--- config.mk ---
export PLATFORM = sky130hd
export DESIGN_NAME = pfc_regs
export DESIGN_NICKNAME = d
export VERILOG_FILES = /design/src/design/pfc_pkg.sv /design/src/design/pfc_port_resolve.sv /design/src/design/pfc_regs.sv /design/src/design/pfc_strap_latch.sv
export SDC_FILE = /design/constraint.sdc
export NUM_CORES = 1
export LEC_CHECK = 0
export ABC_AREA = 0
export BUFFER_PORTS_ARGS = -buffer_cell sky130_fd_sc_hd__buf_2
export CAP_MARGIN = 20
export CELL_PAD_IN_SITES_DETAIL_PLACEMENT = 1
export CELL_PAD_IN_SITES_GLOBAL_PLACEMENT = 1
export CORE_ASPECT_RATIO = 1.4
export CORE_UTILIZATION = 27
export CTS_BUF_LIST = sky130_fd_sc_hd__clkbuf_4
export CTS_CLUSTER_SIZE = 10
export DETAILED_ROUTE_END_ITERATION = 6
export PLACE_DENSITY = 0.79
export SETUP_SLACK_MARGIN = 0.2
export SLEW_MARGIN = 15
export SYNTH_ARGS = -nofsm -noshare
export SYNTH_HDL_FRONTEND = slang
export SYNTH_SLANG_ARGS = --single-unit
export TNS_END_PERCENT = 30
--- constraint.sdc ---
create_clock -name ref_clk_i -period 2.2 [get_ports ref_clk_i]
set_clock_uncertainty 0.2 [all_clocks]
set_input_delay 0.44 -clock ref_clk_i [delete_from_list [all_inputs] [get_ports ref_clk_i]]
set_output_delay 0.44 -clock ref_clk_i [all_outputs]
set_load 0.005 [all_outputs]
--- src/design/pfc_pkg.sv ---
package pfc_pkg;

    // ------------------------------------------------------------
    // register port geometry
    // ------------------------------------------------------------
    localparam int unsigned ADDR_W = 12;
    localparam int unsigned DATA_W = 32;

    // ------------------------------------------------------------
    // register offsets (byte addresses)
    // ------------------------------------------------------------
    localparam logic [ADDR_W-1:0] OFF_P2_FC = 12'h1a4;
    localparam logic [ADDR_W-1:0] OFF_P0_FC = 12'h1a8;

    // ------------------------------------------------------------
    // field positions, same layout in both registers
    // ------------------------------------------------------------
    localparam int unsigned BIT_BP  = 6;  // backpressure enable
    localparam int unsigned BIT_DUP = 5;  // live duplex, 1 = half
    localparam int unsigned BIT_LRX = 4;  // live pause receive
    localparam int unsigned BIT_LTX = 3;  // live pause transmit
    localparam int unsigned BIT_RX  = 2;  // pause receive enable
    localparam int unsigned BIT_TX  = 1;  // pause transmit enable
    localparam int unsigned BIT_MAN = 0;  // manual select
    localparam int unsigned RSV_LO  = 7;  // lowest reserved bit

    // ------------------------------------------------------------
    // port slots and idle read value
    // ------------------------------------------------------------
    localparam int unsigned N_PORT  = 2;
    localparam int unsigned SLOT_P0 = 0;
    localparam int unsigned SLOT_P2 = 1;
    localparam logic [DATA_W-1:0] RD_IDLE = 32'h0000_0000;

endpackage

--- src/design/pfc_port_resolve.sv ---
`timescale 1ns/1ps
`default_nettype none

module pfc_port_resolve (
    // register settings
    input  wire logic man_sel_i,
    input  wire logic rx_en_i,
    input  wire logic tx_en_i,
    input  wire logic bp_en_i,
    // link state
    input  wire logic aneg_en_i,
    input  wire logic half_i,
    input  wire logic neg_rx_i,
    input  wire logic neg_tx_i,
    // settings in force
    output logic      live_rx_o,
    output logic      live_tx_o,
    output logic      bp_act_o
);
    import pfc_pkg::*;

    logic use_reg;

    // written bits rule when manual or negotiation is off
    always_comb begin
        use_reg   = man_sel_i | ~aneg_en_i;
        live_rx_o = ~half_i & (use_reg ? rx_en_i : neg_rx_i);
        live_tx_o = ~half_i & (use_reg ? tx_en_i : neg_tx_i);
        bp_act_o  = half_i & bp_en_i;
    end

endmodule
`default_nettype wire

--- src/design/pfc_regs.sv ---
`timescale 1ns/1ps
`default_nettype none

module pfc_regs (
    // clock and reset
    input  wire logic                         ref_clk_i,
    input  wire logic                         rst_n_i,
    // register port
    input  wire logic [pfc_pkg::ADDR_W-1:0]   reg_addr_i,
    input  wire logic [pfc_pkg::DATA_W-1:0]   reg_wdata_i,
    input  wire logic                         reg_wr_i,
    input  wire logic                         reg_rd_i,
    output logic      [pfc_pkg::DATA_W-1:0]   reg_rdata_o,
    // configuration straps
    input  wire logic                         p2_backpressure_pinstrap_i,
    input  wire logic                         p2_pause_pinstrap_i,
    input  wire logic                         p2_manual_sel_pinstrap_i,
    input  wire logic                         p0_backpressure_pinstrap_i,
    input  wire logic                         p0_pause_pinstrap_i,
    input  wire logic                         p0_manual_sel_pinstrap_i,
    input  wire logic                         ext_mac_mode_i,
    // link state, bit 0 port 0, bit 1 port 2
    input  wire logic [pfc_pkg::N_PORT-1:0]   aneg_en_i,
    input  wire logic [pfc_pkg::N_PORT-1:0]   half_duplex_i,
    input  wire logic [pfc_pkg::N_PORT-1:0]   neg_pause_rx_i,
    input  wire logic [pfc_pkg::N_PORT-1:0]   neg_pause_tx_i,
    // settings in force, to the port macs
    output logic      [pfc_pkg::N_PORT-1:0]   pause_rx_on_o,
    output logic      [pfc_pkg::N_PORT-1:0]   pause_tx_on_o,
    output logic      [pfc_pkg::N_PORT-1:0]   backpressure_on_o
);
    import pfc_pkg::*;

    // ------------------------------------------------------------
    // state
    // ------------------------------------------------------------
    typedef struct packed {
        logic [N_PORT-1:0] bp;    // backpressure enable
        logic [N_PORT-1:0] rx;    // pause receive enable
        logic [N_PORT-1:0] tx;    // pause transmit enable
        logic [N_PORT-1:0] man;   // manual select
        logic [N_PORT-1:0] half;  // live duplex
        logic [N_PORT-1:0] lrx;   // live pause receive
        logic [N_PORT-1:0] ltx;   // live pause transmit
        logic [N_PORT-1:0] bpa;   // backpressure in force
        logic [DATA_W-1:0] rdata; // read answer
    } pfc_regs_s;

    pfc_regs_s st_ff;
    pfc_regs_s nxt_st;

    // captured straps
    logic [N_PORT-1:0] lat_bp;
    logic [N_PORT-1:0] lat_pause;
    logic [N_PORT-1:0] lat_man;
    logic              lat_ext;

    // resolver inputs and results
    logic [N_PORT-1:0] cfg_bp;
    logic [N_PORT-1:0] cfg_rx;
    logic [N_PORT-1:0] cfg_tx;
    logic [N_PORT-1:0] cfg_man;
    logic [N_PORT-1:0] res_rx;
    logic [N_PORT-1:0] res_tx;
    logic [N_PORT-1:0] res_bpa;

    // decoded strobes
    logic [N_PORT-1:0] wr_hit;
    logic [N_PORT-1:0] rd_hit;

    // ------------------------------------------------------------
    // decoding helpers
    // ------------------------------------------------------------
    // one-hot slot select for an address, zero when unmapped
    function automatic logic [N_PORT-1:0] pfc_hit(input logic [ADDR_W-1:0] a);
        logic [N_PORT-1:0] h;
        h          = '0;
        h[SLOT_P2] = (a == OFF_P2_FC);
        h[SLOT_P0] = (a == OFF_P0_FC);
        return h;
    endfunction

    // register image of one port
    function automatic logic [DATA_W-1:0] pfc_word(input pfc_regs_s s,
                                                   input int unsigned p);
        logic [DATA_W-1:0] w;
        w          = RD_IDLE;
        w[BIT_BP]  = s.bp[p];
        w[BIT_DUP] = s.half[p];
        w[BIT_LRX] = s.lrx[p];
        w[BIT_LTX] = s.ltx[p];
        w[BIT_RX]  = s.rx[p];
        w[BIT_TX]  = s.tx[p];
        w[BIT_MAN] = s.man[p];
        return w;
    endfunction

    // ------------------------------------------------------------
    // strap capture
    // ------------------------------------------------------------
    pfc_strap_latch #(
        .N             (N_PORT)
    ) u_strap (
        .ref_clk_i     (ref_clk_i),
        .rst_n_i       (rst_n_i),
        .bp_strap_i    ({p2_backpressure_pinstrap_i, p0_backpressure_pinstrap_i}),
        .pause_strap_i ({p2_pause_pinstrap_i, p0_pause_pinstrap_i}),
        .man_strap_i   ({p2_manual_sel_pinstrap_i, p0_manual_sel_pinstrap_i}),
        .ext_mac_i     (ext_mac_mode_i),
        .bp_o          (lat_bp),
        .pause_o       (lat_pause),
        .man_o         (lat_man),
        .ext_mac_o     (lat_ext)
    );

    // ------------------------------------------------------------
    // per-port flow control resolution
    // ------------------------------------------------------------
    // in reset the resolver sees the straps, so status resets from them
    always_comb begin
        cfg_bp  = rst_n_i ? st_ff.bp  : lat_bp;
        cfg_rx  = rst_n_i ? st_ff.rx  : lat_pause;
        cfg_tx  = rst_n_i ? st_ff.tx  : lat_pause;
        cfg_man = rst_n_i ? st_ff.man : lat_man;
        if (lat_ext) begin
            cfg_man[SLOT_P0] = 1'b1;
        end
    end

    for (genvar g = 0; g < N_PORT; g++) begin : g_port
        pfc_port_resolve u_res (
            .man_sel_i (cfg_man[g]),
            .rx_en_i   (cfg_rx[g]),
            .tx_en_i   (cfg_tx[g]),
            .bp_en_i   (cfg_bp[g]),
            .aneg_en_i (aneg_en_i[g]),
            .half_i    (half_duplex_i[g]),
            .neg_rx_i  (neg_pause_rx_i[g]),
            .neg_tx_i  (neg_pause_tx_i[g]),
            .live_rx_o (res_rx[g]),
            .live_tx_o (res_tx[g]),
            .bp_act_o  (res_bpa[g])
        );
    end

    // ------------------------------------------------------------
    // next state
    // ------------------------------------------------------------
    // writes touch only local bits; no path reaches phy advertisement
    always_comb begin
        nxt_st       = st_ff;
        wr_hit       = pfc_hit(reg_addr_i) & {N_PORT{reg_wr_i}};
        rd_hit       = pfc_hit(reg_addr_i) & {N_PORT{reg_rd_i}};
        nxt_st.rdata = RD_IDLE;
        for (int unsigned p = 0; p < N_PORT; p++) begin
            if (wr_hit[p]) begin
                nxt_st.bp[p]  = reg_wdata_i[BIT_BP];
                nxt_st.rx[p]  = reg_wdata_i[BIT_RX];
                nxt_st.tx[p]  = reg_wdata_i[BIT_TX];
                nxt_st.man[p] = reg_wdata_i[BIT_MAN];
            end
            if (rd_hit[p]) begin
                nxt_st.rdata = pfc_word(st_ff, p);
            end
        end
        // live status follows the resolved settings
        nxt_st.half = half_duplex_i;
        nxt_st.lrx  = res_rx;
        nxt_st.ltx  = res_tx;
        nxt_st.bpa  = res_bpa;
        if (!rst_n_i) begin
            nxt_st.bp    = lat_bp;
            nxt_st.rx    = lat_pause;
            nxt_st.tx    = lat_pause;
            nxt_st.man   = lat_man;
            nxt_st.rdata = RD_IDLE;
        end
        // external mac mode pins the port 0 manual bit
        if (lat_ext) begin
            nxt_st.man[SLOT_P0] = 1'b1;
        end
    end

    always_ff @(posedge ref_clk_i) begin
        st_ff <= nxt_st;
    end

    // ------------------------------------------------------------
    // outputs
    // ------------------------------------------------------------
    assign reg_rdata_o       = st_ff.rdata;
    assign pause_rx_on_o     = st_ff.lrx;
    assign pause_tx_on_o     = st_ff.ltx;
    assign backpressure_on_o = st_ff.bpa;
endmodule
`default_nettype wire

--- src/design/pfc_strap_latch.sv ---
`timescale 1ns/1ps
`default_nettype none

module pfc_strap_latch #(
    parameter int unsigned N = pfc_pkg::N_PORT
) (
    // clock and reset
    input  wire logic         ref_clk_i,
    input  wire logic         rst_n_i,
    // raw strap levels
    input  wire logic [N-1:0] bp_strap_i,
    input  wire logic [N-1:0] pause_strap_i,
    input  wire logic [N-1:0] man_strap_i,
    input  wire logic         ext_mac_i,
    // captured strap levels
    output logic      [N-1:0] bp_o,
    output logic      [N-1:0] pause_o,
    output logic      [N-1:0] man_o,
    output logic              ext_mac_o
);
    import pfc_pkg::*;

    typedef struct packed {
        logic [N-1:0] bp;
        logic [N-1:0] pause;
        logic [N-1:0] man;
        logic         ext;
    } pfc_latch_s;

    pfc_latch_s st_ff;
    pfc_latch_s nxt_st;

    if (N != N_PORT) begin : g_bad_n
        $error("pfc_strap_latch: N must equal the port count");
    end

    // straps are followed while reset is low, then frozen
    always_comb begin
        nxt_st = st_ff;
        if (!rst_n_i) begin
            nxt_st.bp    = bp_strap_i;
            nxt_st.pause = pause_strap_i;
            nxt_st.man   = man_strap_i;
            nxt_st.ext   = ext_mac_i;
        end
    end

    always_ff @(posedge ref_clk_i) begin
        st_ff <= nxt_st;
    end

    assign bp_o      = st_ff.bp;
    assign pause_o   = st_ff.pause;
    assign man_o     = st_ff.man;
    assign ext_mac_o = st_ff.ext;

endmodule
`default_nettype wire
---- Word level (Yosys, flattened, before mapping) ----
Index checks and enable logic that the tools add are counted.
operators by class
  bitwise logic cells ..................... 15
  eq/ne operators ......................... 4
  multiplexer cells ....................... 20
  reductions and logical operators ........ 1
operators by type and width
  kind                                                              number
  12-bit by 9-bit == test with 1-bit output, second input constant  2
  7-bit 2-to-1 mux                                                  2
  1-bit 2-to-1 mux                                                  13
  2-bit 2-to-1 mux                                                  4
  8-bit 2-to-1 mux                                                  1
  1-bit bitwise AND                                                 6
  1-bit NOT                                                         5
  2-bit bitwise AND                                                 2
  2-bit by 1-bit != test with 1-bit output, second input constant   2
  1-bit OR                                                          2
  2-bit OR reduction                                                1
storage, ports and cells
  output and inout port bits .............. 38
  register bits ........................... 55
  word-level logic and storage cells ...... 58

---- Longest topological paths before layout ----
  depth after elaboration ................. 5
  depth in mapped cells ................... 5
  depth with buffers taken out ............ 4

---- Cells and area by module ----
Synthesis repeated with hierarchy kept, for this count alone.
unflattened totals
  cells, all modules ...................... 151
  area, all modules ....................... 1549.0 um^2
by module, submodules not included
  module            cells an instance  times used  area an instance (um^2)
  pfc_regs          127                1           1189.9
  pfc_strap_latch   8                  1           214.0
  pfc_port_resolve  8                  2           72.6

---- Least setup slack after synthesis ----
OpenSTA, ideal clock, no wires.
  path kind ............................... input to register
  start point ............................. input reg_addr_i[9] (netlist bit)
  end point ............................... register st_ff[41] (netlist bit) (enable)
  buffers on the path ..................... 0
  slack ................................... -0.037 ns
  arrival time ............................ 1.658 ns
  data required time ...................... 1.621 ns
  stages .................................. 2
  cell sequence ........................... or4b_4 o41ai_1
between the ends
  longest elaborated chain between the ends .. 3
RTL lines
  item                                                RTL line         text
  start: declaration                                  pfc_regs.sv:9    input wire logic [pfc_pkg::ADDR_W-1:0] reg_addr_i,
  12-bit by 9-bit == test with 1-bit output           pfc_regs.sv:78   h[SLOT_P2] = (a == OFF_P2_FC);
  2-bit bitwise AND                                   pfc_regs.sv:152  wr_hit = pfc_hit(reg_addr_i) & {N_PORT{reg_wr_i}};
  2-bit by 1-bit != test with 1-bit output (no line)  -
  end signal: assignment                              pfc_regs.sv:185  st_ff <= nxt_st;
  end: declaration                                    pfc_regs.sv:49   pfc_regs_s st_ff;
No other way between the ends.
A chain may end at the register's enable or synchronous reset.

---- Final worst setup path ----
  start point ............................. input reg_addr_i[2] (netlist bit)
  end point ............................... register st_ff[44] (netlist bit) (enable)
between the ends
  longest elaborated chain between the ends .. 3
RTL lines
  item                                                RTL line         text
  12-bit by 9-bit == test with 1-bit output           pfc_regs.sv:79   h[SLOT_P0] = (a == OFF_P0_FC);
  2-bit bitwise AND                                   pfc_regs.sv:152
  2-bit by 1-bit != test with 1-bit output (no line)  -
No other way between the ends.

==> results by group <==
Setup path
  – Crit Reg-Reg Endpoint: pause_rx_on_o[0]
  – R2R depth: 2
  – CP startpoint kind: input port
  – Critical Path RT: between 2000 and 2500 ps
  – R2R setup slack: 860 ps
  – Critical path data arrival time: 1740 ps
  – CP max FO: 4
  – Reg2reg start: u_strap.ext_mac_o
  – Setup Crit Path Kind: input port to flop
  – Crit. End Element: flop
  – Worst Setup EP: st_ff[44]
  – CP startpoint: reg_addr_i[2]

Drt
  – Final ANT Viol Nets: 0
  – Residual DRC: 0
  – Post-DR vias/cell: roughly 4.3
  – Routed vias: 1071
  – Drt initial violations: 35
  – Final wirelength: 3.13 mm
  – Wire length per cell: 12.5 um
  – Pre-Repair DR Iteration Count: 4

Hold path
  – Hold crit path type: input port to flop

Clock tree
  – Root Driver: clkbuf_4
  – Clk pin slew, worst setup/hold paths: approximately 90 ps
  – Worst-case clock buffer depth: 2
  – CTS HTree Levels: 2
  – Clock sink total: 30
  – CTS resizes: 0
  – CTS tree: built
  – Hold buffer count at cts: 0
  – Skew-Pair Late Insertion Delay: 320 ps
  – TritonCTS buffer count: 5
  – Post-CTS setup buffer count: 0

Global routing
  – GR Overflow Total: 0
  – Pin count of the biggest net entering global routing: 12
  – First-pass GRT wire length: 4.64 mm
  – Initial antenna violation count: 0
  – Vias in the first global route: between 900 and 1000
  – Total GRT Usage: 0.113

Power and ir drop
  – Static leakage: 0.774 nW
  – VDD IR-drop max: about 0.21 mV
  – Power per cell area: 637 nW/um^2

Yosys
  – Post-Synth Simple-Gate Area: 0.195
  – Xor and xnor area share after synthesis: 0
  – Number of synthesized register bits: 30
  – Synth warn: 0
  – Fraction of registers with async set/reset: 0
  – Largest family of logic cells by synthesized area: buffers and inverters
  – Synth Area in Compound Gates: 0.0799
  – Prevailing post-synth register cell: dfxtp_1
  – EDFF count, synth: 14
  – Mean Syn Cell Area: between 10 and 15 um^2
  – Library cells used by synthesis: 25
  – Sequential share of the synthesized area: 0.514
  – Synthesized instance count: between 100 and 150
  – Cell Area, Synth: 1440 um^2
  – Mux contribution to synthesized area: 0
  – Synth Area in Adders: 0

Floorplan
  – Die area: 5640 um^2
  – Die H: between 80 and 90 um
  – Starting density of the core: 0.279
  – I/O Pins: 101
  – Core area: slightly above 5000 um^2
  – Die width: 63.8 um
  – # rows: 31

Placement
  – Inst Count DP: 243
  – Routability cong.: 0.768
  – Placed inst area: 1630 um^2
  – Number of buffers added on ports: 47
  – Detailed Place HPWL: about 2.6 mm

Final layout
  – Finished Layout Cells: 251
  – Number of antenna diodes: 0
  – Post-route cell area: ~1700 um^2
  – Area Overhead vs Synth: 16.7%
  – Ratio of cells with drive above 1 in the final layout: 0.368
  – Final nets: 247

Timing
  – Maximum clock rate: 529 MHz
  – Max Slew Vio Count: 0
  – Final setup violation count: 0
  – Unrepaired setup endpoints after global routing: false
  – Final Cycle Share: 0.860
  – Final hold vios: 0
  – Min Tclk post-route: 1890 ps

Flow run
  – Max cap viols: 0

Run status
  – Status: finished clean
==> cell families after synthesis <==
group,count (synthesis)
and+or+nand+nor,51
buffers and inverters,42
DFF,30
AOI/OAI and AO/OA,15
other,1
==> registers in the layout, summed over array words and instances (netlist names) <==
signal             count
pause_rx_on_o          2
u_strap.pause_o        2
u_strap.ext_mac_o      1
reg_rdata_o            7
backpressure_on_o      2
st_ff                 10
pause_tx_on_o          2
u_strap.bp_o           2
u_strap.man_o          2
==> layout by cell type, fill, tap and decap left out, types with 6 or more instances in the layout <==
cell	synthesis	final
buf_2	0	47
buf_4	38	8
clkbuf_4	0	6
conb_1	1	25
dfxtp_1	16	16
edfxtp_1	14	14
nand2_1	24	23
nor2_1	8	8
==> per-stage QoR <==
stage                     setup slack, ps  power [mW]  hold WS, ps  setup TNS, ps   util
after floorplan                       130       0.744          243              0      -
after global placement              -31.6       0.758          251           -116  0.316
after detailed placement            -38.6       0.768          286           -197  0.316
after CTS                             310        1.09         60.2              0  0.326
after global routing                  297        1.12         59.8              0  0.326
final                                 308        1.07         68.6              0  0.326
==> worst min-delay path by stage <==
stage,startpoint,endpoint,slack (ps),cells past startpoint
after global routing,p0_manual_sel_pinstrap_i,u_strap.man_o[0],60,1
after floorplan,st_ff[39],reg_rdata_o[5],240,2
after detailed placement,st_ff[39],reg_rdata_o[5],290,2
final,half_duplex_i[0],st_ff[38],70,1
after CTS,half_duplex_i[0],st_ff[38],60,1
after global placement,st_ff[39],reg_rdata_o[5],250,2
==> worst max-delay path, cell delays in order <==
cell and delay (ps):
buf_2 110, or4bb_1 490, or4_4 600, nand2_4 100
==> area by class of cell <==
class,instances,area [um^2]
tap,66,82.6
inverter,1,3.75
multi-input combinational,91,505
sequential,30,741
clock inverter,2,8.76
fill,609,3480
timing repair buffer,55,295
clock buffer,6,45.0
==> power by group <==
| part | leakage (nW) | internal, mW | switching [mW] |
|---|---|---|---|
| Sequential | 0.269 | 0.619 | 0.0127 |
| Combinational | 0.472 | 0.0536 | 0.0672 |
| Clock | 0.0331 | 0.132 | 0.186 |
| Total | 0.774 | 0.805 | 0.266 |
==> cell usage after synthesis, types with 2 or more instances <==
cell | number | area [um^2]
a22oi_1 | 4 | 30.0
or4_1 | 2 | 15.0
a21boi_0 | 2 | 15.0
nand2_1 | 24 | 90.1
dfxtp_1 | 16 | 320
o22ai_1 | 3 | 18.8
edfxtp_1 | 14 | 420
nor3_1 | 2 | 10.0
nand2b_1 | 3 | 18.8
nor2_1 | 8 | 30.0
buf_4 | 38 | 285
clkbuf_1 | 3 | 11.3
nor4_1 | 2 | 12.5
a311oi_1 | 4 | 35.0
or4bb_1 | 4 | 45.0
==> routing by layer <==
metal	GRT usage	vias up	part of all wire
met3	0.0399	4	0.058
met4	0.0434	0	0.011
met5	0	-	0
li1	-	521	-
met1	0.105	501	0.36
met2	0.221	45	0.57
Power figures use the tool's default switching activity.
